[config.mk]
export PLATFORM = sky130hd
export DESIGN_NAME = bsce_exec
export DESIGN_NICKNAME = d
export VERILOG_FILES = /design/src/rtl/bsce_pkg.sv /design/src/rtl/bsce_exec.sv
export SDC_FILE = /design/constraint.sdc
export NUM_CORES = 1
export LEC_CHECK = 0
export BUFFER_PORTS_ARGS = -buffer_cell sky130_fd_sc_hd__clkbuf_2
export CAP_MARGIN = 30
export CORE_MARGIN = 2
export CORE_UTILIZATION = 52
export CTS_BUF_LIST = sky130_fd_sc_hd__clkbuf_4 sky130_fd_sc_hd__clkbuf_8
export CTS_CLUSTER_DIAMETER = 30
export DETAILED_ROUTE_END_ITERATION = 10
export PLACE_DENSITY_LB_ADDON = 0.05
export SLEW_MARGIN = 10
export SYNTH_ARGS = -nofsm -noshare
export SYNTH_HDL_FRONTEND = slang
export SYNTH_SLANG_ARGS = --single-unit
[constraint.sdc]
create_clock -name SYS_CLK -period 13.95 [get_ports SYS_CLK]
set_clock_uncertainty 0.15 [all_clocks]
set_input_delay 4.185 -clock SYS_CLK [delete_from_list [all_inputs] [get_ports SYS_CLK]]
set_output_delay 4.185 -clock SYS_CLK [all_outputs]
set_load 0.02 [all_outputs]
[src/rtl/bsce_pkg.sv]
package bsce_pkg;

	// ------------------------------------------------------------------
	// Instruction word fields
	// ------------------------------------------------------------------
	localparam int OP_MSB = 15;
	localparam int OP_LSB = 10;
	localparam int RD_MSB = 9;
	localparam int RD_LSB = 5;
	localparam int RR_MSB = 4;
	localparam int RR_LSB = 0;
	localparam int BIT_MSB = 2;
	localparam int SEL_MSB = 9;
	localparam int SEL_LSB = 7;
	localparam int OFS_MSB = 6;
	localparam int PFX_MSB = 15;
	localparam int PFX_LSB = 12;
	localparam int RH_MSB = 11;
	localparam int RH_LSB = 8;
	localparam int IMM_MSB = 7;
	localparam int FLAG_VAL_POS = 3;

	// ------------------------------------------------------------------
	// Opcodes
	// ------------------------------------------------------------------
	localparam logic [5:0] OP_TEST = 6'h01;
	localparam logic [5:0] OP_CMP_SKIP = 6'h02;
	localparam logic [5:0] OP_SKIP_RB_CLR = 6'h03;
	localparam logic [5:0] OP_SKIP_RB_SET = 6'h04;
	localparam logic [5:0] OP_SKIP_IO_CLR = 6'h05;
	localparam logic [5:0] OP_SKIP_IO_SET = 6'h06;
	localparam logic [5:0] OP_BR_FLAG_SET = 6'h08;
	localparam logic [5:0] OP_BR_FLAG_CLR = 6'h09;
	localparam logic [5:0] OP_BR_EQ = 6'h0a;
	localparam logic [5:0] OP_BR_NE = 6'h0b;
	localparam logic [5:0] OP_BR_CS = 6'h0c;
	localparam logic [5:0] OP_BR_CC = 6'h0d;
	localparam logic [5:0] OP_BR_SH = 6'h0e;
	localparam logic [5:0] OP_BR_LO = 6'h0f;
	localparam logic [5:0] OP_BR_MI = 6'h10;
	localparam logic [5:0] OP_BR_PL = 6'h11;
	localparam logic [5:0] OP_BR_GE = 6'h12;
	localparam logic [5:0] OP_BR_LT = 6'h13;
	localparam logic [5:0] OP_BR_HS = 6'h14;
	localparam logic [5:0] OP_BR_HC = 6'h15;
	localparam logic [5:0] OP_BR_TS = 6'h16;
	localparam logic [5:0] OP_BR_TC = 6'h17;
	localparam logic [5:0] OP_BR_VS = 6'h18;
	localparam logic [5:0] OP_FMUL_SU = 6'h19;
	localparam logic [5:0] OP_IND_JUMP = 6'h1a;
	localparam logic [5:0] OP_IND_CALL = 6'h1b;
	localparam logic [5:0] OP_RETURN = 6'h1c;
	localparam logic [5:0] OP_FLAG_WR = 6'h1d;
	localparam logic [5:0] OP_LONG = 6'h1e;
	localparam logic [3:0] PFX_CMP_IMM = 4'h8;
	localparam logic [3:0] PFX_LOAD_IMM = 4'h9;

	// ------------------------------------------------------------------
	// Status flag positions and reset value
	// ------------------------------------------------------------------
	localparam int FL_C = 0;
	localparam int FL_Z = 1;
	localparam int FL_N = 2;
	localparam int FL_V = 3;
	localparam int FL_S = 4;
	localparam int FL_H = 5;
	localparam int FL_T = 6;
	localparam logic [7:0] FLAGS_RST = 8'h00;

	// ------------------------------------------------------------------
	// Cycle counts
	// ------------------------------------------------------------------
	localparam logic [1:0] CYC_BRANCH_TAKEN = 2'h2;
	localparam logic [1:0] CYC_FMUL = 2'h2;
	localparam logic [1:0] CYC_IND_JUMP = 2'h2;
	localparam logic [1:0] CYC_IND_CALL = 2'h3;
	localparam logic [2:0] CYC_RETURN = 3'h4;

	typedef enum logic [1:0] {
		ST_EXEC = 2'b00,
		ST_SKIP = 2'b01,
		ST_SKIP2 = 2'b11,
		ST_WAIT = 2'b10
	} bsce_state_t;

endpackage : bsce_pkg

[src/rtl/bsce_exec.sv]
// What this block does
// [RL1] Test ANDs register with itself, updates Z N V only, one cycle.
// [RL2] Compare-skip skips next instruction when registers equal, no flags.
// [RL3] Compare-immediate subtracts constant, sets Z N V C H, one cycle.
// [RL4] Register-bit skips skip next when chosen bit clear or set.
// [RL5] I/O-bit skips skip next when chosen I/O bit clear or set.
// [RL6] Generic flag branches jump to PC+offset+1 on chosen flag state.
// [RL7] Equal branch taken on Z one, not-equal on Z zero.
// [RL8] Carry set and lower branch on C one; clear, same or higher on C zero.
// [RL9] Signed branches use N xor V: ge on zero, lt on one.
// [RL10] Half-carry branches taken on H one or zero, one or two cycles.
// [RL11] T branches taken on T one or zero, flags untouched.
// [RL12] Overflow branch taken when V is one, one or two cycles.
// [RL13] Minus branch taken on N one, plus branch on N zero.
// [RL14] Fractional multiply puts product shifted left into R1:R0, Z and C.
// [RL15] Indirect jump loads PC from Z pair, two cycles, no flags.
// [RL16] Indirect call loads PC from Z pair, three cycles, no flags.
// [RL17] Skips add two or three to PC, one cycle per skipped word.
// [RL18] Calls push the return address; returns pop it into PC.
`timescale 1ns/1ns
module bsce_exec
	import bsce_pkg::*;
#(
	parameter int PC_W = 16,
	parameter int STACK_DEPTH = 16
)(
	input wire logic SYS_CLK, // Core clock, 50 MHz.
	input wire logic RST_N, // Asynchronous reset, active low.
	input wire logic [15:0] INSTR, // Program word at PROG_ADDR.
	input wire logic [255:0] IO_REGS, // Bit-addressable I/O space.
	input wire logic [4:0] DBG_REG_SEL, // Working register to observe.
	output logic [PC_W-1:0] PROG_ADDR, // Program counter.
	output logic [7:0] STATUS_FLAGS, // Status flags.
	output logic [7:0] DBG_REG_DATA, // Selected working register.
	output logic EXEC_BUSY // High while a multi-cycle op runs.
);

	localparam int SP_W = $clog2(STACK_DEPTH);

	// Refuse sizes that the fetch path and the stack pointer cannot serve.
	if (PC_W < 8 || PC_W > 16 || STACK_DEPTH < 2 ||
		(1 << SP_W) != STACK_DEPTH)
	begin : g_bad_size
		$error("bsce_exec: unsupported PC_W or STACK_DEPTH");
	end

	// ------------------------------------------------------------------
	// Helpers
	// ------------------------------------------------------------------
	function automatic logic flag_branch(input logic [5:0] op,
		input logic [2:0] sel, input logic [7:0] f);
		logic t;
		t = 1'b0;
		case (op)
			OP_BR_FLAG_SET: t = f[sel]; // [RL6]
			OP_BR_FLAG_CLR: t = !f[sel]; // [RL6]
			OP_BR_EQ: t = f[FL_Z]; // [RL7]
			OP_BR_NE: t = !f[FL_Z]; // [RL7]
			OP_BR_CS, OP_BR_LO: t = f[FL_C]; // [RL8]
			OP_BR_CC, OP_BR_SH: t = !f[FL_C]; // [RL8]
			OP_BR_GE: t = !(f[FL_N] ^ f[FL_V]); // [RL9]
			OP_BR_LT: t = f[FL_N] ^ f[FL_V]; // [RL9]
			OP_BR_HS: t = f[FL_H]; // [RL10]
			OP_BR_HC: t = !f[FL_H]; // [RL10]
			OP_BR_TS: t = f[FL_T]; // [RL11]
			OP_BR_TC: t = !f[FL_T]; // [RL11]
			OP_BR_VS: t = f[FL_V]; // [RL12]
			OP_BR_MI: t = f[FL_N]; // [RL13]
			OP_BR_PL: t = !f[FL_N]; // [RL13]
			default: t = 1'b0;
		endcase
		return t;
	endfunction : flag_branch

	function automatic logic is_branch(input logic [5:0] op);
		return op >= OP_BR_FLAG_SET && op <= OP_BR_VS;
	endfunction : is_branch

	// The skipped word's length decides the extra cycle count.
	function automatic logic is_two_word(input logic [15:0] w);
		return w[OP_MSB:OP_LSB] == OP_LONG &&
			w[PFX_MSB] == 1'b0;
	endfunction : is_two_word

	// ------------------------------------------------------------------
	// State
	// ------------------------------------------------------------------
	bsce_state_t state_reg, state_next;
	logic [PC_W-1:0] pc_reg, pc_next;
	logic [7:0] flags_reg, flags_next;
	logic [2:0] wait_reg, wait_next;
	logic [SP_W-1:0] sp_reg, sp_next;
	logic [7:0] dbg_reg, dbg_next;
	logic busy_reg, busy_next;
	logic [7:0] regs_reg [32];
	logic [PC_W-1:0] stack_mem [STACK_DEPTH];

	logic wr_en, wr2_en, push_en;
	logic [4:0] wr_addr;
	logic [7:0] wr_data, wr2_data;

	// ------------------------------------------------------------------
	// Decode
	// ------------------------------------------------------------------
	logic [5:0] op;
	logic [4:0] rd_a, rr_a;
	logic [7:0] rd_v, rr_v, imm, hi_v, diff;
	logic [2:0] bsel;
	logic [PC_W-1:0] pc_inc, br_target, z_ptr;
	logic [17:0] prod;
	logic [15:0] fprod;
	logic pfx_cmp, pfx_ld;

	always_comb
	begin
		op = INSTR[OP_MSB:OP_LSB];
		pfx_cmp = INSTR[PFX_MSB:PFX_LSB] == PFX_CMP_IMM;
		pfx_ld = INSTR[PFX_MSB:PFX_LSB] == PFX_LOAD_IMM;
		rd_a = INSTR[RD_MSB:RD_LSB];
		rr_a = INSTR[RR_MSB:RR_LSB];
		bsel = INSTR[BIT_MSB:0];
		rd_v = regs_reg[rd_a];
		rr_v = regs_reg[rr_a];
		imm = INSTR[IMM_MSB:0];
		hi_v = regs_reg[{1'b1, INSTR[RH_MSB:RH_LSB]}];
		diff = hi_v - imm;
		pc_inc = pc_reg + 1'b1;
		br_target = pc_inc + PC_W'($signed(INSTR[OFS_MSB:0]));
		z_ptr = PC_W'({regs_reg[31], regs_reg[30]});
		prod = 18'($signed({rd_v[7], rd_v}) * $signed({1'b0, rr_v}));
		fprod = prod[15:0];
	end

	// ------------------------------------------------------------------
	// Next-state logic
	// ------------------------------------------------------------------
	always_comb
	begin
		state_next = state_reg;
		pc_next = pc_reg;
		flags_next = flags_reg;
		wait_next = wait_reg;
		sp_next = sp_reg;
		wr_en = 1'b0;
		wr2_en = 1'b0;
		push_en = 1'b0;
		wr_addr = 5'h00;
		wr_data = 8'h00;
		wr2_data = 8'h00;
		case (state_reg)
			ST_EXEC:
			begin
				pc_next = pc_inc;
				if (pfx_cmp)
				begin
					// Result is discarded; only flags change.
					flags_next[FL_Z] = diff == 8'h00; // [RL3]
					flags_next[FL_N] = diff[7]; // [RL3]
					flags_next[FL_C] = imm > hi_v; // [RL3]
					flags_next[FL_V] = (hi_v[7] & ~imm[7] & ~diff[7]) |
						(~hi_v[7] & imm[7] & diff[7]); // [RL3]
					flags_next[FL_H] = (~hi_v[3] & imm[3]) |
						(imm[3] & diff[3]) | (diff[3] & ~hi_v[3]); // [RL3]
					flags_next[FL_S] = flags_next[FL_N] ^ flags_next[FL_V];
				end
				else if (pfx_ld)
				begin
					wr_en = 1'b1;
					wr_addr = {1'b1, INSTR[RH_MSB:RH_LSB]};
					wr_data = imm;
				end
				else if (is_branch(op))
				begin
					if (flag_branch(op, INSTR[SEL_MSB:SEL_LSB], flags_reg))
					begin
						pc_next = br_target; // [RL6]
						wait_next = 3'(CYC_BRANCH_TAKEN - 1'b1);
						state_next = ST_WAIT;
					end
				end
				else
				begin
					case (op)
						OP_TEST:
						begin
							// The register keeps its value.
							flags_next[FL_Z] = rd_v == 8'h00; // [RL1]
							flags_next[FL_N] = rd_v[7]; // [RL1]
							flags_next[FL_V] = 1'b0; // [RL1]
						end
						OP_CMP_SKIP:
							if (rd_v == rr_v)
								state_next = ST_SKIP; // [RL2]
						OP_SKIP_RB_CLR:
							if (!rd_v[bsel])
								state_next = ST_SKIP; // [RL4]
						OP_SKIP_RB_SET:
							if (rd_v[bsel])
								state_next = ST_SKIP; // [RL4]
						OP_SKIP_IO_CLR:
							if (!IO_REGS[{rd_a, bsel}])
								state_next = ST_SKIP; // [RL5]
						OP_SKIP_IO_SET:
							if (IO_REGS[{rd_a, bsel}])
								state_next = ST_SKIP; // [RL5]
						OP_FMUL_SU:
						begin
							wr_en = 1'b1;
							wr2_en = 1'b1;
							wr_addr = 5'h00;
							wr_data = {fprod[6:0], 1'b0}; // [RL14]
							wr2_data = fprod[14:7]; // [RL14]
							flags_next[FL_C] = fprod[15]; // [RL14]
							flags_next[FL_Z] = fprod[14:0] == 15'h0000; // [RL14]
							wait_next = 3'(CYC_FMUL - 1'b1);
							state_next = ST_WAIT;
						end
						OP_IND_JUMP:
						begin
							pc_next = z_ptr; // [RL15]
							wait_next = 3'(CYC_IND_JUMP - 1'b1);
							state_next = ST_WAIT;
						end
						OP_IND_CALL:
						begin
							push_en = 1'b1; // [RL18]
							sp_next = sp_reg + 1'b1;
							pc_next = z_ptr; // [RL16]
							wait_next = 3'(CYC_IND_CALL - 1'b1);
							state_next = ST_WAIT;
						end
						OP_RETURN:
						begin
							sp_next = sp_reg - 1'b1;
							pc_next = stack_mem[sp_reg - 1'b1]; // [RL18]
							wait_next = CYC_RETURN - 1'b1;
							state_next = ST_WAIT;
						end
						OP_FLAG_WR:
							flags_next[bsel] = INSTR[FLAG_VAL_POS];
						OP_LONG:
							pc_next = pc_reg + 2'h2;
						default:
							pc_next = pc_inc;
					endcase
				end
			end
			ST_SKIP:
			begin
				// Word now on INSTR is the one being skipped.
				pc_next = pc_inc; // [RL17]
				state_next = is_two_word(INSTR) ? ST_SKIP2 : ST_EXEC; // [RL17]
			end
			ST_SKIP2:
			begin
				pc_next = pc_inc; // [RL17]
				state_next = ST_EXEC;
			end
			ST_WAIT:
			begin
				wait_next = wait_reg - 1'b1;
				if (wait_reg == 3'h1)
					state_next = ST_EXEC;
			end
			default:
				state_next = ST_EXEC;
		endcase
		dbg_next = regs_reg[DBG_REG_SEL];
		busy_next = state_next != ST_EXEC;
	end

	// ------------------------------------------------------------------
	// Registers
	// ------------------------------------------------------------------
	always_ff @(posedge SYS_CLK or negedge RST_N)
	begin
		if (!RST_N)
		begin
			state_reg <= ST_EXEC;
			pc_reg <= '0;
			flags_reg <= FLAGS_RST;
			wait_reg <= 3'h0;
			sp_reg <= '0;
			dbg_reg <= 8'h00;
			busy_reg <= 1'b0;
			for (int i = 0; i < 32; i++)
				regs_reg[i] <= 8'h00;
		end
		else
		begin
			state_reg <= state_next;
			pc_reg <= pc_next;
			flags_reg <= flags_next;
			wait_reg <= wait_next;
			sp_reg <= sp_next;
			dbg_reg <= dbg_next;
			busy_reg <= busy_next;
			if (wr_en)
				regs_reg[wr_addr] <= wr_data;
			if (wr2_en)
				regs_reg[1] <= wr2_data;
		end
	end

	// Stack memory holds no reset so it can map onto plain RAM.
	always_ff @(posedge SYS_CLK)
	begin
		if (push_en)
			stack_mem[sp_reg] <= pc_inc; // [RL18]
	end

	assign PROG_ADDR = pc_reg;
	assign STATUS_FLAGS = flags_reg;
	assign DBG_REG_DATA = dbg_reg;
	assign EXEC_BUSY = busy_reg;

endmodule : bsce_exec

# ---- Yosys cells after proc, flatten, opt, wreduce, memory -nomap -nowiden
# Memory sizes are Yosys's and may differ from the RTL's.
# Cells that the tools add are included.
dict set report word_totals {
  regBits 298
  latchBits 0
  ramBits 256
  rom_bits 0
  out_inout_bits 33
  memories 1
}
dict set report classes {
  addsub 7
  multipliers 1
  div_mod_pow 0
  n_lt_le_gt_ge 13
  n_eq_ne 42
  shift 0
  n_mux 92
  n_bitwise 25
  n_reduce_logical 37
}
# name words word_bits read_ports rd_clocked_by_memory_dff wr line_no
set memory_table {}
lappend memory_table {stack_mem 16 16 1 0 1 bsce_exec.sv:96} ;# logic [PC_W-1:0] stack_mem [STACK_DEPTH];
# operator n
set op_table {}
lappend op_table {{bitwise mux 256 bit} 1}
lappend op_table {{2-to-1 mux 248 bit} 1}
lappend op_table {{binary-select mux 8 bit (select 5 bit)} 4}
lappend op_table {{2-to-1 mux 8 bit} 20}
lappend op_table {{equality test 6 x 5 -> 1 bit (second input constant)} 15}
lappend op_table {{2-to-1 mux 16 bit} 4}
lappend op_table {{equality test 6 x 4 -> 1 bit (second input constant)} 8}
lappend op_table {{case mux 16 bit (3 select lines)} 1}
lappend op_table {{demux 8 bit (select 5 bit)} 1}
lappend op_table {{case mux 16 bit (2 select lines)} 1}
lappend op_table {{>= comparator 6 bit (second input constant)} 5}
lappend op_table {{inverter 5 -> 6 bit} 5}
lappend op_table {{2-to-1 mux 2 bit} 12}
lappend op_table {{2-to-1 mux 1 bit} 23}
lappend op_table {{equality test 6 x 3 -> 1 bit (second input constant)} 3}
lappend op_table {{2-to-1 mux 6 bit} 3}
lappend op_table {{adder 16 x 1 -> 16 bit (second input constant)} 1}
lappend op_table {{adder 16 bit} 1}
lappend op_table {{adder 16 x 2 -> 16 bit (second input constant)} 1}
lappend op_table {{zero test 8 bit} 2}
lappend op_table {{multiplier 8 x 9 -> 16 bit} 1}
lappend op_table {{AND reduction 4 bit} 4}
lappend op_table {{zero test 15 bit} 1}
lappend op_table {{2-to-1 mux 5 bit} 3}
lappend op_table {{48 further kinds} 96}

# ---- Depth between registers and ports, before layout
# Gate-level depths: netlist of the first run.
dict set report depth {
  word_depth 14
  depth_mapped 32
  ltp_nobuf 28
}

# ---- Least setup slack after synthesis of the first run
# Ideal clock, no wire load.
dict set report synth_timing {
  path_kind {input-to-reg}
  start {input INSTR[1]}
  end {register flags_reg[1] (netlist: STATUS_FLAGS[1])}
  arrival_time_ps 10119
  required_time_ps 13718
  slack_ps 3599
  stages 25
  path_cell_list {buf_2 -> buf_2 -> buf_4 -> buf_4 -> buf_2 -> mux4_2 -> o21ai_0 -> a21oi_1 -> a21oi_1 -> nor2_1 -> fa_1 -> inv_1 -> fa_1 -> fa_1 -> fa_1 -> inv_1 -> ha_1 -> o21a_1 -> o211ai_1 -> a31oi_1 -> xor2_1 -> or4_1 -> o41ai_1 -> a32oi_1 -> a31oi_1}
}
dict set report synth_between {
  elab_chain_cells 10
}
# element line_no
set synth_lines {}
lappend synth_lines {{from (decl)} bsce_exec.sv:29} ;# input wire logic [15:0] INSTR,
lappend synth_lines {{inverter 5 -> 6 bit (not written as such)} bsce_exec.sv:123} ;# rr_v = regs_reg[rr_a];
lappend synth_lines {{binary-select mux 8 bit (select 5 bit)} bsce_exec.sv:123}
lappend synth_lines {{2-to-1 mux 8 bit (not written as such) (2 in a row)} bsce_exec.sv:123}
lappend synth_lines {{multiplier 8 x 9 -> 16 bit} bsce_exec.sv:130} ;# prod = 18'($signed({rd_v[7], rd_v}) * $signed({1'b0, rr_v}));
lappend synth_lines {{zero test 15 bit} bsce_exec.sv:214} ;# flags_next[FL_Z] = fprod[14:0] == 15'h0000;
lappend synth_lines {{case mux 1 bit (3 select lines)} bsce_exec.sv:183} ;# case (op)
lappend synth_lines {{2-to-1 mux 6 bit} bsce_exec.sv:172} ;# else if (is_branch(op))
lappend synth_lines {{2-to-1 mux 6 bit} bsce_exec.sv:166} ;# else if (pfx_ld)
lappend synth_lines {{2-to-1 mux 6 bit *} bsce_exec.sv:154} ;# if (pfx_cmp)
lappend synth_lines {{to (signal assigned)} bsce_exec.sv:293} ;# flags_reg <= flags_next;
lappend synth_lines {{to (decl)} bsce_exec.sv:90} ;# logic [7:0] flags_reg, flags_next;
# Mark *: on every way between the ends. The rest lies on a longest branch, timed or not. The select of a mux whose other input is x is not followed.
# A chain may end at the register's enable or synchronous reset.

# ---- Worst setup path in the final report of the first run
dict set report layout_timing {
  start {input INSTR[0]}
  end {register flags_reg[1] (netlist: STATUS_FLAGS[1])}
}
# The elaborated chain is that of the path after synthesis.

==> reports/summary.txt, run 1 <==
commonest non-fill, non-tap cell in the layout -> nand2_1
delay-heaviest family, CP -> simple AND/OR/NAND/NOR gates
dpl cell area -> 36400 µm²
worst-path cell chain -> buf_4, and2_1, nand2_1, o21ai_0, a21oi_1, o31ai_1, inv_1, nor2_1, ha_1, inv_1, fa_1, inv_1, ha_1, fa_1, ha_1, inv_1, fa_1, or4bb_1, nor4_1, nand3_1, or4_1, o41ai_1, a32oi_1, a31oi_1
Warnings, synthesis -> 0
Core Util, Final -> 60.4%
Synth Flop Type -> dfrtp_1
Root Buffer -> clkbuf_8
Critical Path Source Type -> primary input
CP Buf/Inv Count -> 5
register area share after synthesis -> 44.1%
Nets -> 3590
post-synth cell types -> 94
Slew Viols, Final -> 0
Fin Hold WS -> 0.272 ns
wire length per cell -> 30.8 µm
vias per inst -> 6.66
GRT Total Usage -> 38.1%
core box area -> 65500 µm²
setup TNS -> 0 ns
Initial Util -> 52.4%
port buffer count -> 311
Required @ worst endpoint -> 14.47 ns
GRT overflow -> 0
first-pass GRT wire length -> 188000 µm
clock buffer depth -> 3
Detailed Routing Iterations Pass 1 -> 8
Final period util -> 80.8%
worst path arrival time -> 11.79 ns
Post-Route WL -> 128000 µm
DP Wirelength -> 89500 µm
fmax -> 88.7 MHz
Starting DRT DRC Count -> 3648
Pwr Density -> 147 nW/µm²
worst hold path class -> flip-flop to flip-flop
met2 Usage GRT -> 57.4%
TritonCTS Buffers -> 120
status -> complete, no violations
Design Area, Final -> 39600 µm²
LEAKAGE -> 16.3 nW
max-cap viol count -> 0
Placer Congestion -> 1.02
Crit. Startpoint -> INSTR[0]
die area -> 68100 µm²
Avg Inst Size Synth -> 11.5 µm²
GRT busiest layer -> met2
RSZ-0062 raised after global routing -> no
clock latency on the worst-skew pair -> 0.77 ns
Antenna Nets Post-Route -> 0
drt drc -> 0
Rel. slew slack -> 27.3%
met1 usage -> 51.4%
FP Rows -> 94
Die Y -> 261 µm
cts repair resizes -> 0
CP most frequent cell -> inv_1
Chip Width -> 261 µm
critical path endpoint category -> flip-flop
Crit Reg-Reg Startpoint -> regs_reg[8]
max incr delay on CP -> 0.93 ns
Setup Fix Bufs, Post-CTS -> 0
Synth Instances -> 2987
clk slew on worst S/H paths -> 0.06 ns
Area growth syn-to-layout -> 15.3%
Max FO, Critical Path -> 58
Max stage delay cell, worst path -> o31ai_1
worst vdd ir -> 0.136 mV
hold_buf cts -> 0
CTS tree -> built
vias in the first global route -> 27628
synthesis-stage register bit count -> 554
crit path time final -> 11.27 ns
I/O pins -> 312
most frequent cells in the layout -> 323 x nand2_1, 302 x clkbuf_2, 297 x dfrtp_1
cell area after synthesis -> 34300 µm²
H-tree depth -> 3
ys async rst share -> 53.8%
actual slew at the worst max-slew pin -> 1.08 ns
Tot Pwr -> 5.80 mW
Vias -> 27710
Final Hold Vio Count -> 0
Hold Startpoint -> regs_reg[137]
met3 GRT Util -> 9.39%
largest net degree at the start of global routing -> 78
Sinks on Clock Net -> 554
initial antenna violation count -> 3
CP Class -> primary input to flip-flop
layout cells sized above 1 -> 28.6%
Finish-stage setup viols -> 0
number of synthesized flops with an enable pin -> 256
Syn Nets -> 3387
==> layout make-up <==
type | instances | area [µm²]
diodes | 1 | 2.50
fillers | 5350 | 26000
clock inverters | 75 | 1060
flip-flops and latches | 554 | 15100
multi-input cells | 2005 | 17500
repair buffers | 409 | 2420
well taps | 864 | 1080
inverters | 100 | 378
clock buffers | 155 | 2010
==> metrics by stage <==
stage                     worst slack [ns]  instances
final                                 2.68       4163
after global routing                  2.42       4163
after CTS                             2.88       4156
after detailed placement              2.09       3926
after global placement                2.18       3918
after floorplan                       3.60       2987
==> final timing paths <==
check	slack (ns)	cells past startpoint	end
worst max-delay path	2.68	24	STATUS_FLAGS[1]
max in group asynchronous	9.16	3	regs_reg[243]
worst min register to register	0.27	0	regs_reg[137]
worst max register to register	6.95	23	STATUS_FLAGS[1]
worst min-delay path	0.27	0	regs_reg[137]
min in group asynchronous	3.24	1	regs_reg[176]
==> routing by layer <==
layer  wire length, µm  vias to the layer above
met4              7720                        2
met2             57400                     1820
met5                 9                        -
met3             13900                      398
li1                  -                    11724
met1             49200                    13766
==> logic make-up (layout without fill, tap and decap cells) <==
group	after synthesis	after routing	synth area share [%]
multiplexers	433	433	21.1
AND/OR/NAND/NOR	668	668	8.76
flip-flops	554	554	44.1
other	0	1	0
AO/OA/AOI/OAI	716	716	13.7
XOR/XNOR	67	67	1.71
adder cells (fa/ha/maj)	121	121	5.31
buffers and inverters	428	739	5.26
==> cells in the mapped netlist, drive strengths merged, types with 21 or more instances <==
cell	count	share of area, %
nor3	33	0.58
buf	92	1.6
a221oi	52	1.3
a211oi	21	0.50
a22oi	74	1.7
a221o	22	0.64
o21ai	233	3.4
fa	41	2.4
a22o	34	0.87
mux2i	163	4.8
edfxtp	256	22
clkbuf	236	2.6
xor2	23	0.59
xnor2	44	1.1
nand3	55	0.80
nor2	144	1.6
a21oi	140	2.0
inv	99	1.1
mux4	226	15
mux2	44	1.4
ha	80	2.9
nand2	323	3.5
dfrtp	298	22
==> power breakdown <==
part	switching, mW	internal, mW
logic	0.953	0.630
registers	0.127	1.88
clock network	0.828	1.38
total	1.91	3.89
(Power assumes the default switching activity.)
==> inputs of run 2 (changes only) <==
--- a/config.mk
+++ b/config.mk
@@ -5,6 +5,7 @@
 export SDC_FILE = /design/constraint.sdc
 export NUM_CORES = 1
 export LEC_CHECK = 0
+export ABC_AREA = 1
 export BUFFER_PORTS_ARGS = -buffer_cell sky130_fd_sc_hd__clkbuf_2
 export CAP_MARGIN = 30
 export CORE_MARGIN = 2
==> constraint.sdc (replaced) <==
create_clock -name SYS_CLK -period 9.7 [get_ports SYS_CLK]
set_clock_uncertainty 0.15 [all_clocks]
set_input_delay 2.91 -clock SYS_CLK [delete_from_list [all_inputs] [get_ports SYS_CLK]]
set_output_delay 2.91 -clock SYS_CLK [all_outputs]
set_load 0.02 [all_outputs]
==> run 2 against run 1 <==
Net effect:
- synthesized area up 5.6%
- global-route usage up 1.2 points
- wire length grew 11%
- critical path depth increased by 4
- hold slack got worse by 0.017 ns
- critical endpoint is now STATUS_FLAGS[0]
- clock power grew 29%
- via count grew 31%
- sequential power up 46%
- combinational power up 100%
- register-to-register slack worse by 3.7 ns
==> reports/summary.txt, run 2 <==
clock latency on the worst-skew pair -> 0.77 ns (about the same)
H-tree depth -> 3 (unchanged)
DR top layer -> met4 (was met5)
RSZ-0062 raised after global routing -> no (unchanged)
Post-synth top cells -> 1139 x nand2_1, 553 x o21ai_0, 459 x inv_1, 438 x nor2_1, 423 x nand3_1 (was 323 x nand2_1, 298 x dfrtp_1, 256 x edfxtp_1, 236 x clkbuf_1, 222 x mux4_2)
area leader, netlist -> edfxtp_1 (unchanged)
largest net degree at the start of global routing -> 182 (was 78)
cell area after synthesis -> 36200 µm² (was 34300 µm²)
Chip Width -> 268 µm (was 261 µm)
Reg-to-Reg End -> STATUS_FLAGS[0] (was STATUS_FLAGS[1])
Max FO, Critical Path -> 14 (was 58)
Hold Crit Depth -> 0 (unchanged)
critical path endpoint category -> flip-flop (unchanged)
worst hold path class -> flip-flop to flip-flop (unchanged)
setup TNS -> 0 ns (unchanged)
Final Hold Vio Count -> 0 (unchanged)
Area contributors post-synth -> edfxtp_1 21%, dfrtp_1 21%, nand2_1 12%, o21ai_0 7.6%, nand3_1 5.8% (was edfxtp_1 22%, dfrtp_1 22%, mux4_2 15%, mux2i_1 4.8%, nand2_1 3.5%)
Required @ worst endpoint -> 10.15 ns (was 14.47 ns)
Comb power frac -> 35.6% (was 27.3%)
Sw Share -> 39.7% (was 32.9%)
multi-input logic area -> 17600 µm² (was 17500 µm²)
Slew Viols, Final -> 0 (unchanged)
commonest non-fill, non-tap cell in the layout -> nand2_1 (unchanged)
met3 WL -> 15100 µm (was 13900 µm)
clk slew on worst S/H paths -> 0.05 ns (was 0.06 ns)
actual slew at the worst max-slew pin -> 1.08 ns (about the same)
FP Rows -> 96 (was 94)
Worst R2R Path Depth -> 24 (was 23)
Final period util -> 89.4%
LEAKAGE -> 18.7 nW (was 16.3 nW)
crit path time final -> 8.67 ns
max incr delay on CP -> 0.57 ns (was 0.93 ns)
core box area -> 68800 µm² (was 65500 µm²)
Internal Power -> 5.41 mW (was 3.89 mW)
post-synth cell types -> 63 (was 94)
CP Class -> primary input to flip-flop (unchanged)
met2 WL -> 61800 µm (was 57400 µm)
Synth top area share -> 21.2% (was 22.4%)
Clock power frac -> 31.8% (was 38.1%)
register area share after synthesis -> 41.8% (was 44.1%)
Antenna Nets Post-Route -> 0 (unchanged)
Crit Reg-Reg Startpoint -> regs_reg[12] (was regs_reg[8])
Area growth syn-to-layout -> 14.0% (was 15.3%)
first-pass GRT wire length -> 211000 µm (was 188000 µm)
vias in the first global route -> 33862 (was 27628)
CTS tree -> built (unchanged)
clock buffer depth -> 3 (unchanged)
Root Buffer -> clkbuf_8 (unchanged)
Finish-stage setup viols -> 0 (unchanged)
most frequent cells in the layout -> 1139 x nand2_1, 553 x o21ai_0, 454 x inv_1 (was 323 x nand2_1, 302 x clkbuf_2, 297 x dfrtp_1)
die area -> 71800 µm² (was 68100 µm²)
fillers -> 6491 (was 5350)
TritonCTS Buffers -> 117 (was 120)
Initial Util -> 52.6% (was 52.4%)
cts repair resizes -> 0 (unchanged)
max-cap viol count -> 0 (unchanged)
Reg power frac -> 32.6% (was 34.7%)
Die Y -> 268 µm (was 261 µm)
Pwr Density -> 217 nW/µm² (was 147 nW/µm²)
Core Util, Final -> 60.0% (was 60.4%)
Seq. cell area -> 15100 µm² (unchanged)
initial antenna violation count -> 3 (unchanged)
Rel. slew slack -> 28.1% (was 27.3%)
worst path arrival time -> 9.12 ns (was 11.79 ns)
Placer Congestion -> 0.996 (was 1.02)
synthesis-stage register bit count -> 554 (unchanged)
fmax -> 115 MHz
I/O pins -> 312 (unchanged)
Avg Inst Size Synth -> 7.49 µm² (was 11.5 µm²)
Syn Nets -> 5238 (was 3387)
wire length per cell -> 23.5 µm (was 30.8 µm)
number of synthesized flops with an enable pin -> 256 (unchanged)
Vias -> 36250 (was 27710)
Hold Startpoint -> regs_reg[156] (was regs_reg[137])
Setup Fix Bufs, Post-CTS -> 0 (unchanged)
Nets -> 5398 (was 3590)
Sinks on Clock Net -> 554 (unchanged)
FF-to-FF setup slack -> 3.30 ns (was 6.95 ns)
Fin Hold WS -> 0.255 ns (was 0.272 ns)
GRT overflow -> 0 (unchanged)
drt drc -> 0 (unchanged)
dpl cell area -> 38500 µm² (was 36400 µm²)
status -> complete, no violations (unchanged)
layout cells sized above 1 -> 15.1% (was 28.6%)
Starting DRT DRC Count -> 5060 (was 3648)
final worst slack -> 1.03 ns (was 2.68 ns)
port buffer count -> 311 (unchanged)
worst vdd ir -> 0.191 mV (was 0.136 mV)
most common cell in the netlist -> nand2_1 (unchanged)
Max stage delay cell, worst path -> o31ai_1 (unchanged)
switching pwr -> 3.56 mW (was 1.91 mW)
Design Area, Final -> 41300 µm² (was 39600 µm²)
Warnings, synthesis -> 0 (unchanged)
vias per inst -> 6.01 (was 6.66)
Synth Instances -> 4838 (was 2987)
CP most frequent cell -> fa_1 (was inv_1)
Detailed Routing Iterations Pass 1 -> 6 (was 8)
Post-Route WL -> 142000 µm (was 128000 µm)
Critical Path Source Type -> primary input (unchanged)
ys async rst share -> 53.8% (unchanged)
hold_buf cts -> 0 (unchanged)
Hold EP -> regs_reg[156] (was regs_reg[137])
DP Wirelength -> 98300 µm (was 89500 µm)
WL met1 -> 55900 µm (was 49200 µm)
Synth Flop Type -> dfrtp_1 (unchanged)
Place WS -> 0.492 ns (was 2.09 ns)
GRT Total Usage -> 39.2% (was 38.1%)
## run 2: worst max-delay path: cells and delay by family
| family | cells | cell delay (ns) |
|---|---|---|
| adders and majority gates | 6 | 2.59 |
| AOI/OAI and AO/OA | 10 | 2.44 |
| buffers and inverters | 6 | 0.73 |
| and+or+nand+nor | 6 | 0.43 |
## run 2: logic make-up (layout without fill, tap and decap cells)
group | after synthesis | in the layout | synth area share [%]
AND/OR/NAND/NOR | 2132 | 2132 | 24.5
AO/OA/AOI/OAI | 1093 | 1093 | 17.8
buffers and inverters | 899 | 1155 | 9.86
flip-flops | 554 | 554 | 41.8
adder cells (fa/ha/maj) | 121 | 121 | 5.03
XOR/XNOR | 39 | 39 | 0.943
other | 0 | 3 | 0
## run 2: through the flow
step / std cells / power, mW
after floorplan: 4838 / 4.87
after global placement: 5805 / 6.08
after detailed placement: 5809 / 6.08
after CTS: 6024 / 8.93
after global routing: 6028 / 9.41
final: 6028 / 8.97
## run 2: power by group through the flow
stage / sequential, mW / clock (mW) / combinational (mW)
3_5_place_dp: 2.96 / 0 / 3.12
5_1_grt: 2.93 / 2.98 / 3.49
3_3_place_gp: 2.96 / 0 / 3.11
2_1_floorplan: 2.93 / 0 / 1.94
4_1_cts: 2.92 / 2.88 / 3.14
6_report: 2.93 / 2.85 / 3.19
## run 2: worst max path at each step
stage	slack, ns	endpoint	cells after the start	from
3_5_place_dp	0.49	STATUS_FLAGS[0]	32	INSTR[2]
5_1_grt	0.87	STATUS_FLAGS[1]	36	INSTR[1]
2_1_floorplan	1.27	STATUS_FLAGS[1]	34	INSTR[0]
3_3_place_gp	0.50	STATUS_FLAGS[0]	28	INSTR[2]
6_report	1.03	STATUS_FLAGS[0]	28	INSTR[2]
4_1_cts	1.25	STATUS_FLAGS[0]	32	INSTR[2]
## run 2: cell type report
class | instances | area share, %
Antenna cell | 3 | 0.0182
Clock buffer | 159 | 4.99
Clock inverter | 56 | 1.64
Inverter | 500 | 4.56
Multi-Input combinational cell | 3385 | 42.5
Sequential cell | 554 | 36.7
Tap cell | 931 | 2.82
Timing Repair Buffer | 440 | 6.80
## run 2: routing by layer
layer | vias to the layer above | global-route usage, %
met5 | - | 0.473
met4 | 0 | 22.2
met3 | 509 | 7.98
met2 | 2293 | 59.7
met1 | 16898 | 52.4
li1 | 16550 | -
